$ cat config.mk
export PLATFORM = sky130hd
export DESIGN_NAME = dps_host
export DESIGN_NICKNAME = d
export VERILOG_FILES = /design/src/include/dps_pkg.sv /design/src/dps_sync.sv /design/src/dps_host.sv
export SDC_FILE = /design/constraint.sdc
export NUM_CORES = 1
export LEC_CHECK = 0
export ABC_CLOCK_PERIOD_IN_PS = 6160
export BUFFER_PORTS_ARGS = -buffer_cell sky130_fd_sc_hd__buf_2
export CORE_AREA = 8 8 132 110
export CTS_CLUSTER_SIZE = 20
export DETAILED_ROUTE_END_ITERATION = 16
export DIE_AREA = 0 0 140 118
export PLACE_DENSITY = 0.77
export SYNTH_ARGS = -nofsm -noshare
export SYNTH_HDL_FRONTEND = slang
export SYNTH_HIERARCHICAL = 1
export SYNTH_SLANG_ARGS = --single-unit
$ cat constraint.sdc
create_clock -name pclk -period 6.16 [get_ports pclk]
set_clock_uncertainty 0.05 [all_clocks]
set_input_delay 0.308 -clock pclk [delete_from_list [all_inputs] [get_ports pclk]]
set_output_delay 0.308 -clock pclk [all_outputs]
set_load 0.02 [all_outputs]
$ cat src/include/dps_pkg.sv
// constants and types for the dual-port sram port host controller
// Function
// - hold strobes high while address changes
// - select held twelve ns before write end
// - write pulse long enough for turnoff plus setup
// - never drive data while device drives
// - flag write then read keeps chip deselected
// - write recovery of zero ns observed
// - flag update needs ten ns high pulse
// - opposite port flag writes five ns apart
// - write data held through end of write
package dps_pkg;

  localparam int CLK_NS      = 100;
  localparam int SYNC_STAGES = 2;

  // timing figures, slower grade so either part works
  localparam int T_WP_NS   = 15;
  localparam int T_AA_NS   = 20;
  localparam int T_ACE_NS  = 20;
  localparam int T_AOE_NS  = 12;
  localparam int T_BDD_NS  = 17;
  localparam int T_SOP_NS  = 10;
  localparam int T_SWRD_NS = 5;
  localparam int T_CYC_NS  = 20;

  // least times round up, never below one cycle
  function automatic int ceil_cyc(input int ns);
    int c;
    c = (ns + CLK_NS - 1) / CLK_NS;
    if (c < 1) begin
      c = 1;
    end
    return c;
  endfunction : ceil_cyc

  function automatic int max2(input int a, input int b);
    return (a > b) ? a : b;
  endfunction : max2

  localparam int T_RD_NS = max2(max2(T_AA_NS, T_ACE_NS), max2(T_AOE_NS, T_BDD_NS));

  localparam logic [3:0] WP_CYC    = 4'(max2(ceil_cyc(T_WP_NS), ceil_cyc(T_CYC_NS)));
  localparam logic [3:0] RD_CYC    = 4'(max2(ceil_cyc(T_RD_NS), ceil_cyc(T_CYC_NS)) + SYNC_STAGES);
  localparam logic [3:0] RECOV_CYC = 4'(max2(ceil_cyc(T_SOP_NS), ceil_cyc(T_SWRD_NS)));

  // register map
  localparam logic [7:0] REG_CTRL  = 8'h00;
  localparam logic [7:0] REG_ADDR  = 8'h04;
  localparam logic [7:0] REG_WDATA = 8'h08;
  localparam logic [7:0] REG_RDATA = 8'h0c;
  localparam logic [7:0] REG_STAT  = 8'h10;

  // field positions
  localparam int CTRL_GO    = 0;
  localparam int CTRL_OP    = 1;
  localparam int CTRL_LLANE = 3;
  localparam int CTRL_HLANE = 4;
  localparam int STAT_BUSY  = 0;
  localparam int STAT_DONE  = 1;
  localparam int STAT_UNIF  = 2;

  // reset values
  localparam logic [1:0]  RST_LANES = 2'h3;
  localparam logic [15:0] RST_ADDR  = 16'h0000;
  localparam logic [17:0] RST_DATA  = 18'h00000;

  typedef enum logic [1:0] {
    OP_ARR_RD,
    OP_ARR_WR,
    OP_SEM_WR,
    OP_SEM_RD
  } dps_op_t;

endpackage : dps_pkg

$ cat src/dps_sync.sv
// two-stage synchroniser for the data pins
`timescale 1ns/1ns
`default_nettype none
module dps_sync #(
  parameter int W = 18
) (
  // clock and reset
  input  wire logic         pclk,
  input  wire logic         presetn,
  // data
  input  wire logic [W-1:0] d,
  output var  logic [W-1:0] q
);

  logic [W-1:0] meta_q;

  // first stage feeds only the second
  always_ff @(posedge pclk or negedge presetn) begin
    if (!presetn) begin
      meta_q <= '0;
      q      <= '0;
    end else begin
      meta_q <= d;
      q      <= meta_q;
    end
  end

endmodule : dps_sync
`default_nettype wire

$ cat src/dps_host.sv
// host controller driving one port of the dual-port sram, apb slave
//
// The register addresses and the APB register port were left to the implementer.
`timescale 1ns/1ns
`default_nettype none
module dps_host (
  // clock and reset
  input  wire logic               pclk,
  input  wire logic               presetn,
  // apb slave
  input  wire logic               psel,
  input  wire logic               penable,
  input  wire logic               pwrite,
  input  wire logic [7:0]         paddr,
  input  wire logic [31:0]        pwdata,
  output var  logic [31:0]        prdata,
  output var  logic               pready,
  output var  logic               pslverr,
  // sram port controls
  output var  logic [15:0]        sram_addr,
  output var  logic               sram_cs_n,
  output var  logic               sram_we_n,
  output var  logic               sram_oe_n,
  output var  logic               flag_space_select_n,
  output var  logic               high_lane_select_n,
  output var  logic               low_lane_select_n,
  // sram data pins
  output var  logic [17:0]        sram_dq_o,
  output var  logic               sram_dq_oe,
  input  wire logic [17:0]        sram_dq_i
);
  import dps_pkg::*;

  typedef enum logic [2:0] {
    ST_IDLE,
    ST_SETUP,
    ST_PULSE,
    ST_TAIL,
    ST_RECOV
  } dps_st_t;

  dps_st_t     st_q, st_d;
  logic [3:0]  cnt_q, cnt_d;
  dps_op_t     op_q;
  logic [1:0]  lanes_q;
  logic [15:0] addr_q;
  logic [17:0] wdat_q, rdat_q, dq_s;
  logic        done_q, unif_q;
  logic        acc, wr_fire, go, mapped;
  logic        is_wr, is_sem, is_rd;
  logic        sel, drv;

  function automatic logic op_is_sem(input dps_op_t op);
    return (op == OP_SEM_WR) || (op == OP_SEM_RD);
  endfunction : op_is_sem

  ////////////////////////////////////////////////////////////////
  // apb slave: one wait state, answer from flops

  assign acc     = psel & penable;
  assign wr_fire = acc & pwrite & pready;
  assign mapped  = (paddr == REG_CTRL) || (paddr == REG_ADDR) || (paddr == REG_WDATA)
                || (paddr == REG_RDATA) || (paddr == REG_STAT);
  assign go      = wr_fire && (paddr == REG_CTRL) && pwdata[CTRL_GO] && (st_q == ST_IDLE);

  always_ff @(posedge pclk or negedge presetn) begin
    if (!presetn) begin
      pready  <= 1'b0;
      pslverr <= 1'b0;
      prdata  <= 32'h0;
    end else begin
      pready  <= acc && !pready;
      pslverr <= acc && !pready && !mapped;
      if (acc && !pready) begin
        case (paddr)
          REG_CTRL:  prdata <= {27'h0, lanes_q, op_q, 1'b0};
          REG_ADDR:  prdata <= {16'h0, addr_q};
          REG_WDATA: prdata <= {14'h0, wdat_q};
          REG_RDATA: prdata <= {14'h0, rdat_q};
          REG_STAT:  prdata <= {29'h0, unif_q, done_q, st_q != ST_IDLE};
          default:   prdata <= 32'h0;
        endcase
      end
    end
  end

  // settings frozen while a cycle runs so pins stay stable
  always_ff @(posedge pclk or negedge presetn) begin
    if (!presetn) begin
      op_q    <= OP_ARR_RD;
      lanes_q <= RST_LANES;
      addr_q  <= RST_ADDR;
      wdat_q  <= RST_DATA;
    end else if (wr_fire && st_q == ST_IDLE) begin
      if (paddr == REG_CTRL) begin
        op_q    <= dps_op_t'(pwdata[CTRL_OP +: 2]);
        lanes_q <= {pwdata[CTRL_HLANE], pwdata[CTRL_LLANE]};
      end
      if (paddr == REG_ADDR) begin
        addr_q <= pwdata[15:0];
      end
      if (paddr == REG_WDATA) begin
        wdat_q <= pwdata[17:0];
      end
    end
  end

  ////////////////////////////////////////////////////////////////
  // pin cycle sequencer

  assign is_wr  = (op_q == OP_ARR_WR) || (op_q == OP_SEM_WR);
  assign is_sem = op_is_sem(op_q);
  assign is_rd  = !is_wr;

  always_comb begin
    st_d  = st_q;
    cnt_d = cnt_q;
    case (st_q)
      ST_IDLE: begin
        if (go) begin
          st_d = ST_SETUP;
        end
      end
      ST_SETUP: begin
        st_d  = ST_PULSE;
        cnt_d = is_rd ? RD_CYC - 4'h1 : WP_CYC - 4'h1;
      end
      ST_PULSE: begin
        if (cnt_q == 4'h0) begin
          st_d  = is_rd ? ST_RECOV : ST_TAIL;
          cnt_d = RECOV_CYC - 4'h1;
        end else begin
          cnt_d = cnt_q - 4'h1;
        end
      end
      ST_TAIL: begin
        st_d  = ST_RECOV;
        cnt_d = RECOV_CYC - 4'h1;
      end
      ST_RECOV: begin
        if (cnt_q == 4'h0) begin
          // this port's flag writes are always spaced by recovery and setup
          st_d = ST_IDLE;
        end else begin
          cnt_d = cnt_q - 4'h1;
        end
      end
      default: begin
        st_d  = ST_IDLE;
        cnt_d = 4'h0;
      end
    endcase
  end

  always_ff @(posedge pclk or negedge presetn) begin
    if (!presetn) begin
      st_q  <= ST_IDLE;
      cnt_q <= 4'h0;
    end else begin
      st_q  <= st_d;
      cnt_q <= cnt_d;
    end
  end

  ////////////////////////////////////////////////////////////////
  // pins registered from the next state

  assign sel = (st_d == ST_PULSE);
  assign drv = is_wr && ((st_d == ST_PULSE) || (st_d == ST_TAIL));

  always_ff @(posedge pclk or negedge presetn) begin
    if (!presetn) begin
      sram_addr           <= RST_ADDR;
      sram_cs_n           <= 1'b1;
      sram_we_n           <= 1'b1;
      sram_oe_n           <= 1'b1;
      flag_space_select_n <= 1'b1;
      high_lane_select_n  <= 1'b1;
      low_lane_select_n   <= 1'b1;
      sram_dq_o           <= RST_DATA;
      sram_dq_oe          <= 1'b0;
    end else begin
      // address moves only on entry to setup, strobes high
      if (st_d == ST_SETUP) begin
        // op register loads on this same edge, so decode the incoming op
        sram_addr <= op_is_sem(dps_op_t'(pwdata[CTRL_OP +: 2])) ? {13'h0, addr_q[2:0]} : addr_q;
      end
      // select and strobe fall together, so outputs stay released
      sram_cs_n           <= !(sel && !is_sem);
      flag_space_select_n <= !(sel && is_sem);
      sram_we_n           <= !(sel && is_wr);
      // output enable stays high in writes: no bus fight
      sram_oe_n           <= !(sel && is_rd);
      high_lane_select_n  <= !(sel && !is_sem && lanes_q[1]);
      low_lane_select_n   <= !(sel && !is_sem && lanes_q[0]);
      sram_dq_oe          <= drv;
      sram_dq_o           <= is_sem ? {17'h0, wdat_q[0]} : wdat_q;
    end
  end

  ////////////////////////////////////////////////////////////////
  // read capture and status

  dps_sync #(
    .W (18)
  ) u_sync (
    .pclk    (pclk),
    .presetn (presetn),
    .d       (sram_dq_i),
    .q       (dq_s)
  );

  always_ff @(posedge pclk or negedge presetn) begin
    if (!presetn) begin
      rdat_q <= RST_DATA;
      unif_q <= 1'b0;
    end else if (st_q == ST_PULSE && cnt_q == 4'h0 && is_rd) begin
      // sampled after slowest access plus synchroniser depth
      rdat_q <= dq_s;
      // a flag read must repeat on all lines; the uniform bit is set only on a match
      unif_q <= is_sem ? ((&dq_s) || !(|dq_s)) : 1'b0;
    end
  end

  always_ff @(posedge pclk or negedge presetn) begin
    if (!presetn) begin
      done_q <= 1'b0;
    end else if (st_q == ST_RECOV && st_d == ST_IDLE) begin
      done_q <= 1'b1;
    end else if (go) begin
      done_q <= 1'b0;
    end
  end

  ////////////////////////////////////////////////////////////////
  // checks

  logic [3:0] wlow_q;
  logic [3:0] shi_q;

  always_ff @(posedge pclk or negedge presetn) begin
    if (!presetn) begin
      wlow_q <= 4'h0;
      shi_q  <= 4'h0;
    end else begin
      wlow_q <= !sram_we_n ? wlow_q + 4'h1 : 4'h0;
      shi_q  <= (flag_space_select_n && shi_q != 4'hf) ? shi_q + 4'h1 : (flag_space_select_n ? shi_q : 4'h0);
    end
  end
endmodule : dps_host
`default_nettype wire

==> flow_metrics.env <==
export IMPL_post_drt_via_cell_ratio=5.35
export IMPL_layout_common_cells="dfrtp_1, buf_2, mux2_2"
export IMPL_crit_chain="or3_1 > nor4_2 > nand2_1 > mux2_2"
export IMPL_setup_tns_ns=0
export IMPL_hp_class="in -> reg"
export IMPL_postLayoutCellArea_sq_um=7850
export IMPL_start_util_pct=51.6
export IMPL_dieArea_sq_um=16500
export IMPL_synth_warnings=6
export IMPL_outcome="complete, no violations"
export IMPL_ioPinCount=138
export IMPL_worstMarginPinSlew_ns=1.16
export IMPL_design_core_area_sq_um=12400
export IMPL_gp_congestion=0.795
export IMPL_grt_util_all_layers_pct=17.9
export IMPL_max_freq_ghz=0.299
export IMPL_ys_async_sr_fraction_pct=100
export IMPL_syn_cell_area_sq_um=6410
export IMPL_die_height_um=118
export IMPL_synth_seq_cells=162
export IMPL_final_common_cell="dfrtp_1"
export IMPL_r2r_cells=4
export IMPL_layout_drive_gt1_share_pct=37.0
export IMPL_setup_viol=0
export IMPL_placement_cell_area_sq_um=7000
export IMPL_place_ws_ns=2.80
export IMPL_final_max_slew_viol_count=0
export IMPL_htree_levels=4
export IMPL_cts_buffers=17
export IMPL_syn_to_final_growth_pct=22.5
export IMPL_crit_slowest_cell="nand2_1"
export IMPL_synth_edff_count=0
export IMPL_postSynthCellCount=477
export IMPL_rsz0062_at_grt="no"
export IMPL_leakagePower_nw=3.90
export IMPL_layout_setup_ws_ns=2.81
export IMPL_drt_iter0_markers=348
export IMPL_grt_overflow=0
export IMPL_avgSynthCellArea_sq_um=13.4
export IMPL_arrival_ns=3.60
export IMPL_antenna_found_initial=0
export IMPL_n_fill_cell=935
export IMPL_p_per_area_nw_per_um2=330
export IMPL_clk_pin_slew_worst_paths_ns=0.06
export IMPL_fp_dieW_um=140
export IMPL_clock_sinks=162
export IMPL_final_nets=666
export IMPL_dpl_hpwl_um=9920
export IMPL_antenna_cells=0
export IMPL_max_cap_viol_count=0
export IMPL_power_w=0.00259
export IMPL_num_rows=37
export IMPL_whs_ns=0.0714
export IMPL_cts_tree="done"
export IMPL_cts_setup_buffers=0
export IMPL_crit_required_ns=6.41
export IMPL_clock_path_buffers=2
export IMPL_hold_buffers=19
export IMPL_end_kind="flop"
export IMPL_cts_resized=0
export IMPL_wl_um=14400
export IMPL_grt_pass1_vias=4332
export IMPL_finalCriticalPeriod_ns=3.35
export IMPL_via_count=4117
export IMPL_drc=0
export IMPL_finalCritPeriodShare_pct=54.4
export IMPL_synth_seq_area_share_pct=63.4
export IMPL_crit_type="reg -> reg"
export IMPL_synth_main_ff_cell="dfrtp_1"
export IMPL_grt_pass1_wl_um=23300
export IMPL_root_buffer="clkbuf_16"
export IMPL_startpoint_type="flop"
export IMPL_numPortBuffers=109
export IMPL_slew_headroom_pct=22.3
export IMPL_drt_pre_antenna_iters=4
export IMPL_worstPathMaxFanout=31
export IMPL_grt_max_degree=87
export IMPL_drtAntennaViolNets=0
export IMPL_crit_path_max_incr_delay_ns=0.84
export IMPL_synth_cell_type_count=47
export IMPL_ir_drop_mv=0.184
export IMPL_hold_violations=0
export IMPL_hold_path_depth=2
export IMPL_wire_per_inst_um=18.7
export IMPL_clock_latency_ns=0.42
-- registers in the layout, summed over array words and instances, names as in the netlist, 2 cells and up --
name           count
st_q               3
u_sync/meta_q     18
sram_dq_o         18
sram_addr         16
wdat_q            18
lanes_q            2
rdat_q            18
prdata            18
u_sync/q          18
addr_q            16
op_q               2
cnt_q              4
-- per-layer routing --
metal | up-vias | part of all wire, % | wire length, um | GRT usage, %
met3 | 15 | 6.2 | 890 | 5.59
met4 | 0 | 1.4 | 202 | 6.91
met2 | 134 | 48 | 6950 | 28.1
li1 | 1906 | - | - | -
met1 | 2062 | 44 | 6360 | 22.9
met5 | - | 0 | 0 | 0
-- synth_stat cells (5+ instances only) --
| master | instances | area share [%] |
|---|---|---|
| mux2i_1 | 6 | 0.94 |
| a21oi_1 | 5 | 0.39 |
| a22oi_1 | 14 | 1.6 |
| dfrtp_1 | 154 | 60 |
| nor2_1 | 9 | 0.53 |
| nor2b_1 | 19 | 1.9 |
| o31ai_1 | 14 | 1.6 |
| inv_1 | 5 | 0.29 |
| clkbuf_1 | 20 | 1.2 |
| buf_4 | 15 | 1.8 |
| o21ai_0 | 19 | 1.5 |
| dfstp_2 | 8 | 3.3 |
| nand2_1 | 44 | 2.6 |
| nand2b_1 | 16 | 1.6 |
| nand4_1 | 5 | 0.49 |
| mux2_4 | 10 | 2.3 |
| nor4_1 | 6 | 0.59 |
| mux2_2 | 63 | 11 |
-- cell type report --
cell class / instances / area, sq um / area share [%]
Clock inverter: 9 / 176 / 2.25
Clock buffer: 23 / 478 / 6.09
Sequential cell: 162 / 4060 / 51.8
Inverter: 5 / 18.8 / 0.239
Timing Repair Buffer: 129 / 749 / 9.55
Multi-Input combinational cell: 285 / 2160 / 27.6
Tap cell: 156 / 195 / 2.49
-- per-stage QoR --
| step | std cells | utilization (%) |
|---|---|---|
| 6_report | 769 | 63.2 |
| 5_1_grt | 769 | 63.2 |
| 4_1_cts | 769 | 63.2 |
| 3_5_place_dp | 718 | 56.4 |
| 3_3_place_gp | 718 | 56.4 |
| 2_1_floorplan | 490 | - |
-- final timing paths --
| path | slack [ns] | start | to |
|---|---|---|---|
| max | 2.81 | st_q[2] | sram_addr[1] |
| min | 0.07 | pwdata[16] | wdat_q[16] |
| max reg2reg | 2.81 | st_q[2] | sram_addr[1] |
| min reg2reg | 0.30 | u_sync/meta_q[16] | u_sync/q[16] |
| max in group asynchronous | 4.13 | presetn | u_sync/meta_q[2] |
| min in group asynchronous | 0.43 | presetn | sram_dq_o[1] |
-- critical path: cells and delay by family, from the launching register on --
family           cells  cell delay (ns)
muxes                1             0.53
and+or+nand+nor      3             2.09
DFF                  1             0.54
-- power breakdown --
part	switching [W]	leakage, nW	internal [W]	total, W
Clock	0.000399	0.317	0.000751	0.00115
Combinational	0.000162	1.46	0.000110	0.000272
Sequential	0.0000526	2.12	0.00112	0.00117
-- logic make-up after synthesis --
| logic type | Yosys count | share of synthesized area (%) |
|---|---|---|
| DFF | 162 | 63.4 |
| xor gates and xnor gates | 1 | 0.137 |
| and+or+nand+nor | 118 | 9.92 |
| other | 1 | 0.0585 |
| muxes | 81 | 15.1 |
| AOI/OAI and AO/OA | 67 | 7.11 |
| buffers and inverters | 43 | 3.54 |
| adders and majority gates | 4 | 0.742 |
No activity file was read; power rests on OpenSTA's default activity.
